## src/acts_pkg.sv

```systemverilog
package acts_pkg;

  // ***************************************************************
  // Converter geometry
  // ***************************************************************
  localparam int unsigned RES_BITS    = 10;            // Result width
  localparam int unsigned CNT_W       = 11;            // Phase counter width
  localparam int unsigned TCL_PER_CLK = 2;             // One CPU period is two units
  localparam int unsigned CLK_MHZ     = 200;           // Clock rate of this block
  localparam logic [9:0]  CODE_MIN    = 10'h000;       // Code below ground reference
  localparam logic [9:0]  CODE_MAX    = 10'h3ff;       // Code above analogue reference
  localparam logic [9:0]  CODE_RST    = 10'h000;       // Result after reset

  // ***************************************************************
  // Select encodings
  // ***************************************************************
  localparam logic [1:0] CC_FAST = 2'b00;
  localparam logic [1:0] CC_RSVD = 2'b01;
  localparam logic [1:0] CC_SLOW = 2'b10;
  localparam logic [1:0] CC_MID  = 2'b11;

  // ***************************************************************
  // Phase lengths in half-CPU-period units, indexed by sample select
  // ***************************************************************
  localparam int unsigned SMP_TCL_FAST [0:3] = '{120, 140, 200, 400};
  localparam int unsigned CMP_TCL_FAST [0:3] = '{240, 280, 280, 280};
  localparam int unsigned EXT_TCL_FAST [0:3] = '{28, 16, 52, 44};
  localparam int unsigned SMP_TCL_MID  [0:3] = '{240, 280, 400, 800};
  localparam int unsigned CMP_TCL_MID  [0:3] = '{480, 560, 560, 560};
  localparam int unsigned EXT_TCL_MID  [0:3] = '{52, 28, 100, 52};
  localparam int unsigned SMP_TCL_SLOW [0:3] = '{480, 560, 800, 1600};
  localparam int unsigned CMP_TCL_SLOW [0:3] = '{960, 1120, 1120, 1120};
  localparam int unsigned EXT_TCL_SLOW [0:3] = '{100, 52, 196, 164};

  // Convert a length in units to clock cycles, never below one
  function automatic logic [CNT_W-1:0] tcl_to_cyc(input int unsigned half_cpu_period_unit);
    int unsigned c;
    c = half_cpu_period_unit / TCL_PER_CLK;
    if (c == 0) begin
      c = 1;
    end
    return CNT_W'(c);
  endfunction : tcl_to_cyc

  typedef enum logic [3:0] {
    ST_IDLE    = 4'b0001,
    ST_SAMPLE  = 4'b0010,
    ST_COMPARE = 4'b0100,
    ST_EXTRA   = 4'b1000
  } acts_state_t;

endpackage : acts_pkg

```

## src/acts_timing_if.sv

```systemverilog
`timescale 1ns/1ps
interface acts_timing_if;
  import acts_pkg::*;
  logic [1:0]       cc_sel;
  logic [1:0]       sc_sel;
  logic [CNT_W-1:0] sample_cyc;
  logic [CNT_W-1:0] step_cyc;
  logic [CNT_W-1:0] extra_cyc;
  logic             reserved;

  modport lookup (input cc_sel, input sc_sel,
                  output sample_cyc, output step_cyc, output extra_cyc, output reserved);
  modport user   (output cc_sel, output sc_sel,
                  input sample_cyc, input step_cyc, input extra_cyc, input reserved);
endinterface : acts_timing_if
```

## src/acts_sequencer.sv

```systemverilog
// Functional notes
// - Timing comes from two 2-bit select fields
// - Lengths counted in half CPU periods
// - Fast select gives 388 to 724 units
// - Middle select gives 772 to 1412 units
// - Slow select gives 1540 to 2884 units
// - Sample first, then ten comparison steps
// - Total is sample plus compare plus extra
// - Input changes after sampling are ignored
// - Out-of-range inputs saturate to 000 or 3ff
// - Ten-bit code, step is reference over 1024
// - Power-off bit switches converter circuitry off
`timescale 1ns/1ps
module acts_sequencer (
  input  wire logic                      clk,
  input  wire logic                      rst_b,
  input  wire logic                      start,
  input  wire logic [1:0]                conv_clock_select,
  input  wire logic [1:0]                sample_clock_select,
  input  wire logic                      converter_power_off,
  input  wire logic                      cmp_above_async,
  input  wire logic                      below_ground_async,
  input  wire logic                      above_ref_async,
  output logic                           sample_en,
  output logic [acts_pkg::RES_BITS-1:0]  dac_code,
  output logic [acts_pkg::RES_BITS-1:0]  result,
  output logic                           done,
  output logic                           busy,
  output logic                           analog_off,
  output logic                           select_reserved
);
  import acts_pkg::*;

  // ***************************************************************
  // Internal state
  // ***************************************************************
  acts_timing_if tif ();

  acts_state_t            state_q;
  logic [CNT_W-1:0]       cnt_q;
  logic [3:0]             bit_q;
  logic [RES_BITS-1:0]    sar_q;
  logic [1:0]             cc_sel_q;
  logic [1:0]             sc_sel_q;
  logic                   low_sat_q;
  logic                   high_sat_q;
  logic [2:0]             sync1_q;
  logic [2:0]             sync2_q;
  logic                   last_cyc;
  logic                   go;

  acts_timing u_timing (
    .tif (tif.lookup)
  );

  // Live selects feed the lookup while idle so the start edge loads the
  // sample length at once; frozen copies serve the rest of the conversion
  assign tif.cc_sel = (state_q == ST_IDLE) ? conv_clock_select : cc_sel_q;
  assign tif.sc_sel = (state_q == ST_IDLE) ? sample_clock_select : sc_sel_q;

  assign last_cyc = (cnt_q == '0);
  // A reserved select or power-off refuses the start request
  assign go = start && !converter_power_off && (conv_clock_select != CC_RSVD);

  // ***************************************************************
  // Pin synchronisers
  // ***************************************************************
  // Comparator and range flags come from the analogue side
  always_ff @(posedge clk or negedge rst_b) begin
    if (!rst_b) begin
      sync1_q <= 3'h0;
      sync2_q <= 3'h0;
    end else begin
      sync1_q <= {above_ref_async, below_ground_async, cmp_above_async};
      sync2_q <= sync1_q;
    end
  end

  // ***************************************************************
  // Select capture
  // ***************************************************************
  always_ff @(posedge clk or negedge rst_b) begin
    if (!rst_b) begin
      cc_sel_q <= CC_FAST;
      sc_sel_q <= 2'h0;
    end else if (state_q == ST_IDLE && go) begin
      cc_sel_q <= conv_clock_select;
      sc_sel_q <= sample_clock_select;
    end
  end

  // ***************************************************************
  // Phase sequencer
  // ***************************************************************
  // One counter serves every phase; it loads length minus one
  always_ff @(posedge clk or negedge rst_b) begin
    if (!rst_b) begin
      state_q <= ST_IDLE;
      cnt_q   <= '0;
      bit_q   <= 4'h0;
    end else if (converter_power_off) begin
      state_q <= ST_IDLE;
      cnt_q   <= '0;
      bit_q   <= 4'h0;
    end else begin
      case (state_q)
        ST_IDLE: begin
          if (go) begin
            state_q <= ST_SAMPLE;
            cnt_q   <= tif.sample_cyc - CNT_W'(1);
          end
        end
        ST_SAMPLE: begin
          if (last_cyc) begin
            state_q <= ST_COMPARE;
            cnt_q   <= tif.step_cyc - CNT_W'(1);
            bit_q   <= 4'(RES_BITS - 1);
          end else begin
            cnt_q <= cnt_q - CNT_W'(1);
          end
        end
        ST_COMPARE: begin
          if (last_cyc) begin
            if (bit_q == 4'h0) begin
              state_q <= ST_EXTRA;
              cnt_q   <= tif.extra_cyc - CNT_W'(1);
            end else begin
              bit_q <= bit_q - 4'h1;
              cnt_q <= tif.step_cyc - CNT_W'(1);
            end
          end else begin
            cnt_q <= cnt_q - CNT_W'(1);
          end
        end
        ST_EXTRA: begin
          if (last_cyc) begin
            state_q <= ST_IDLE;
          end else begin
            cnt_q <= cnt_q - CNT_W'(1);
          end
        end
        default: begin
          state_q <= ST_IDLE;
        end
      endcase
    end
  end

  // ***************************************************************
  // Busy and sample switch
  // ***************************************************************
  // Busy falls with the completion pulse, so a new start is taken right after it
  always_ff @(posedge clk or negedge rst_b) begin
    if (!rst_b) begin
      busy      <= 1'b0;
      sample_en <= 1'b0;
    end else if (converter_power_off) begin
      busy      <= 1'b0;
      sample_en <= 1'b0;
    end else begin
      busy      <= (state_q == ST_IDLE) ? go : !(state_q == ST_EXTRA && last_cyc);
      if (state_q == ST_IDLE && go) begin
        sample_en <= 1'b1;
      end else if (state_q == ST_SAMPLE && last_cyc && busy) begin
        sample_en <= 1'b0;
      end
    end
  end

  // ***************************************************************
  // Saturation capture
  // ***************************************************************
  // Range flags are taken only as sampling ends, later changes are ignored
  always_ff @(posedge clk or negedge rst_b) begin
    if (!rst_b) begin
      low_sat_q  <= 1'b0;
      high_sat_q <= 1'b0;
    end else if (state_q == ST_SAMPLE && last_cyc && busy) begin
      low_sat_q  <= sync2_q[1];
      high_sat_q <= sync2_q[2];
    end
  end

  // ***************************************************************
  // Successive approximation register
  // ***************************************************************
  // Comparator is read on the last cycle of each step, so the two-flop
  // synchroniser delay fits well inside the shortest step
  always_ff @(posedge clk or negedge rst_b) begin
    if (!rst_b) begin
      sar_q    <= CODE_RST;
      dac_code <= CODE_RST;
    end else if (state_q == ST_SAMPLE && last_cyc && busy) begin
      sar_q    <= CODE_MIN;
      dac_code <= RES_BITS'(1) << (RES_BITS - 1);
    end else if (state_q == ST_COMPARE && last_cyc) begin
      sar_q[bit_q] <= sync2_q[0];
      if (bit_q != 4'h0) begin
        dac_code          <= sar_q | (RES_BITS'(1) << (bit_q - 4'h1));
        dac_code[bit_q]   <= sync2_q[0];
      end else begin
        dac_code[bit_q] <= sync2_q[0];
      end
    end
  end

  // ***************************************************************
  // Result load and completion
  // ***************************************************************
  always_ff @(posedge clk or negedge rst_b) begin
    if (!rst_b) begin
      result <= CODE_RST;
      done   <= 1'b0;
    end else begin
      done <= 1'b0;
      if (state_q == ST_EXTRA && last_cyc && !converter_power_off) begin
        done <= 1'b1;
        if (low_sat_q) begin
          result <= CODE_MIN;
        end else if (high_sat_q) begin
          result <= CODE_MAX;
        end else begin
          result <= sar_q;
        end
      end
    end
  end

  // ***************************************************************
  // Status pins
  // ***************************************************************
  always_ff @(posedge clk or negedge rst_b) begin
    if (!rst_b) begin
      analog_off      <= 1'b1;
      select_reserved <= 1'b0;
    end else begin
      analog_off      <= converter_power_off;
      select_reserved <= (conv_clock_select == CC_RSVD);
    end
  end

endmodule : acts_sequencer

```

## src/acts_timing.sv

```systemverilog
`timescale 1ns/1ps
module acts_timing (
  acts_timing_if.lookup tif
);
  import acts_pkg::*;

  // ***************************************************************
  // Phase length lookup
  // ***************************************************************
  // Comparison length is split evenly over the result bits
  always_comb begin
    tif.reserved   = 1'b0;
    tif.sample_cyc = tcl_to_cyc(SMP_TCL_FAST[tif.sc_sel]);
    tif.step_cyc   = tcl_to_cyc(CMP_TCL_FAST[tif.sc_sel] / RES_BITS);
    tif.extra_cyc  = tcl_to_cyc(EXT_TCL_FAST[tif.sc_sel]);
    case (tif.cc_sel)
      CC_MID: begin
        tif.sample_cyc = tcl_to_cyc(SMP_TCL_MID[tif.sc_sel]);
        tif.step_cyc   = tcl_to_cyc(CMP_TCL_MID[tif.sc_sel] / RES_BITS);
        tif.extra_cyc  = tcl_to_cyc(EXT_TCL_MID[tif.sc_sel]);
      end
      CC_SLOW: begin
        tif.sample_cyc = tcl_to_cyc(SMP_TCL_SLOW[tif.sc_sel]);
        tif.step_cyc   = tcl_to_cyc(CMP_TCL_SLOW[tif.sc_sel] / RES_BITS);
        tif.extra_cyc  = tcl_to_cyc(EXT_TCL_SLOW[tif.sc_sel]);
      end
      CC_RSVD: begin
        tif.reserved = 1'b1;
      end
      default: begin
        tif.reserved = 1'b0;
      end
    endcase
  end

endmodule : acts_timing

```

## config.mk

```make
export PLATFORM = sky130hd
export DESIGN_NAME = acts_sequencer
export DESIGN_NICKNAME = d
export VERILOG_FILES = /design/src/acts_pkg.sv /design/src/acts_timing_if.sv /design/src/acts_sequencer.sv /design/src/acts_timing.sv
export SDC_FILE = /design/constraint.sdc
export NUM_CORES = 1
export LEC_CHECK = 0
export BUFFER_PORTS_ARGS = -buffer_cell sky130_fd_sc_hd__buf_2
export CAP_MARGIN = 40
export CORE_MARGIN = 4
export CORE_UTILIZATION = 50
export DETAILED_ROUTE_END_ITERATION = 8
export PLACE_DENSITY = 0.67
export SYNTH_ARGS = -nofsm -noshare
export SYNTH_HDL_FRONTEND = slang
export SYNTH_SLANG_ARGS = --single-unit
```

## constraint.sdc

```tcl
create_clock -name clk -period 3.8 [get_ports clk]
set_input_delay 0.95 -clock clk [delete_from_list [all_inputs] [get_ports clk]]
set_output_delay 0.95 -clock clk [all_outputs]
set_load 0.005 [all_outputs]
```

==> run metrics <==
cts hold-fix bufs=0; Worst Setup End Kind=flip-flop; fin crit period=around 3.5 ns; Initial Util=a little over half; Worst setup SP type=flip-flop; Seq pwr share=37.0%; row cnt=34; sequential share of the synthesized area=35.5%; Worst Setup Path Type=reg2reg; clock power share=about a quarter; Switching Power=0.941 mW; largest net degree at the start of global routing=43; PostCTS Resize Cnt=0; TritonCTS Buffers=9; status=finished, final reports clean; Leakage=about 2.3 nW; Worst slew margin=56.3%; Top FF cell, synth=dfrtp_1; Critical path origin=state_q[0]$_DFFE_PN1P_; post-place instance area=4930 um^2; pre-CTS setup slack=0.354 ns; clk buf depth=2; WP data arrival=3.81 ns; RSZ-0062 raised after global routing=no; total number of vias=between 4000 and 5000; Synth Cell Area=4660 um^2; Hold Crit Start=sync1_q[1]$_DFF_PN0_; CTS root buffer=clkbuf_8; post-route cell area=5110 um^2; commonest non-fill, non-tap cell in the layout=dfrtp_1; First DRT Iteration DRCs=273; RePlAce Congestion=around 0.94; Boundary Pins=36; drt via density=about 6.2; PD cells=448 nW/um^2; drt total wl=between 10000 and 15000 um; Syn Nets=571; number of synthesized flops with an enable pin=0; VDD IR-drop max=242 uV; dpl hpwl=roughly 9600 um; Yosys warning count=0; Setup Fix Bufs, Post-CTS=0; layout cells sized above 1=16.0%; Synth cell types=73; die area=between 10000 and 15000 um^2; CTS sink cnt=66; routed length per instance=19.0 um; asr flop ratio synth=100%; Initial DRT Pass Iterations=7; vias in the first global route=4158; Die Ht=105 um; Remaining Overflow, GRT=0; Final setup viols=0; Yosys reg bits=66; Peak Freq=between 200 and 300 MHz; most frequent cells in the layout=64 x dfrtp_1, 62 x nand2_1, 55 x nor2_1, 35 x buf_2, 27 x a21oi_1; Worst EP required=4.10 ns; Avg Cell Area, Syn=8.59 um^2; Clock Skews=0.0123 ns; CTS tree=built; Final Max Slew Viols=0; Logic pwr share=37.9%; Worst-Margin Slew=0.656 ns; clk_lat worst skew=around 0.36 ns; Total Routing Usage GR=24.1%; clk slew on worst S/H paths=0.09 ns; Critical Path Fanout Max=8; final period utilization=92.3%; r2r startpoint=state_q[0]$_DFFE_PN1P_; core area=just under 9000 um^2; Routed Antenna Nets=0; diodes inserted=0; DRC=0; switching part of the total power=between 40% and 50%; Die X=105 um; Fin. Hold Viols=0; area delta synth->final=9.78%; internal power=around 1.3 mW; MaxCap Viol Count=0; fin nets=598; setup_tns=0 ns; initial antenna violation count=0; H-tree Lvls=3; global-route wire length before repair=21200 um; port bufs=35; post-synthesis cell count=542; Min-Delay Path Class=reg2reg; Worst Setup Slack, final=0.294 ns
per-stage QoR:
stage	hold WS, ns	instances	utilization (%)	power [mW]
global placement	0.336	665	55.4	1.70
CTS	0.366	682	57.5	2.29
floorplan	0.331	542	-	1.47
global route	0.373	682	57.5	2.42
detailed placement	0.337	666	55.4	1.71
finish	0.364	682	57.5	2.29
flip-flops by register name (all words and copies together), names as in the netlist, 2 cells and up:
name      cells
cnt_q        11
dac_code     10
result       10
sar_q        10
bit_q         4
state_q       4
sync1_q       3
sync2_q       3
cc_sel_q      2
sc_sel_q      2
cells in the mapped netlist, types with 4 or more instances:
cell | instances | area [um^2]
xor2_1 | 10 | 87.6
nand3_1 | 17 | 85.1
nor2b_1 | 7 | 43.8
dfrtp_1 | 64 | 1600
nand2_1 | 62 | 233
a21oi_1 | 27 | 135
ha_1 | 18 | 225
inv_1 | 18 | 67.6
o21ai_1 | 7 | 35.0
clkbuf_1 | 29 | 109
buf_6 | 4 | 45.0
nand2b_1 | 11 | 68.8
o21ai_0 | 23 | 115
mux2_2 | 8 | 90.1
nand4_1 | 5 | 31.3
a31oi_1 | 7 | 43.8
xnor2_1 | 9 | 78.8
or3_1 | 5 | 31.3
nor3_1 | 17 | 85.1
a211oi_1 | 15 | 113
o211ai_1 | 11 | 82.6
mux2i_1 | 18 | 180
nor2_1 | 55 | 206
o31ai_1 | 14 | 105
power groups by stage:
stage	combinational [mW]	clock, mW	sequential [mW]
2_1_floorplan	0.648	0	0.821
3_3_place_gp	0.847	0	0.856
3_5_place_dp	0.849	0	0.860
4_1_cts	0.855	0.587	0.846
5_1_grt	0.946	0.618	0.857
6_report	0.868	0.575	0.846
logic make-up (layout without fill, tap and decap cells):
| kind of cell | count (synthesis) | after routing | synth area share (%) |
|---|---|---|---|
| DFF | 66 | 66 | 35.5 |
| and+or+nand+nor | 203 | 203 | 21.4 |
| AOI/OAI and AO/OA | 149 | 149 | 22.3 |
| xor gates and xnor gates | 19 | 19 | 3.57 |
| buffers and inverters | 57 | 89 | 5.40 |
| adders and majority gates | 18 | 18 | 4.84 |
| other | 1 | 1 | 0.0805 |
| muxes | 29 | 29 | 6.93 |
worst max-delay path, stage by stage, from the launching register on:
cell and delay, ns:
dfstp_2 0.61, or4b_4 0.50, mux2i_1 0.23, inv_1 0.09, ha_1 0.21, nand2_1 0.11, inv_1 0.10, nand3_1 0.12
ha_1 0.22, a21boi_0 0.40, a21o_1 0.17, nand3_1 0.06, a2111oi_0 0.46, a211o_1 0.16
final cells by class:
| type | count | area [um^2] |
|---|---|---|
| multi-input combinational | 419 | 2750 |
| sequential | 66 | 1650 |
| clock buffer | 9 | 124 |
| timing repair buffer | 54 | 318 |
| tap | 108 | 135 |
| clock inverter | 7 | 58.8 |
| inverter | 19 | 71.3 |
| fill | 821 | 3780 |
routing by layer:
metal / vias to the layer above / wire, um / global-route usage, %
met3: 48 / 779 / 4.97
met2: 156 / 6320 / 41.1
met1: 2033 / 5290 / 28.8
li1: 2023 / - / -
met5: - / 0 / 0
met4: 0 / 583 / 12.4
path summary, 6_finish.rpt:
check / depth (start not counted) / slack (ns) / endpoint
min in group asynchronous: 1 / 0.56 / result[5]$_DFFE_PN0P_
worst max register to register: 13 / 0.29 / cnt_q[4]$_DFFE_PN0P_
worst min-delay path: 0 / 0.36 / sync2_q[1]$_DFF_PN0_
worst min register to register: 0 / 0.36 / sync2_q[1]$_DFF_PN0_
worst max-delay path: 13 / 0.29 / cnt_q[4]$_DFFE_PN0P_
max in group asynchronous: 2 / 2.25 / analog_off$_DFF_PN1_
No activity file was read; power rests on OpenSTA's default activity.
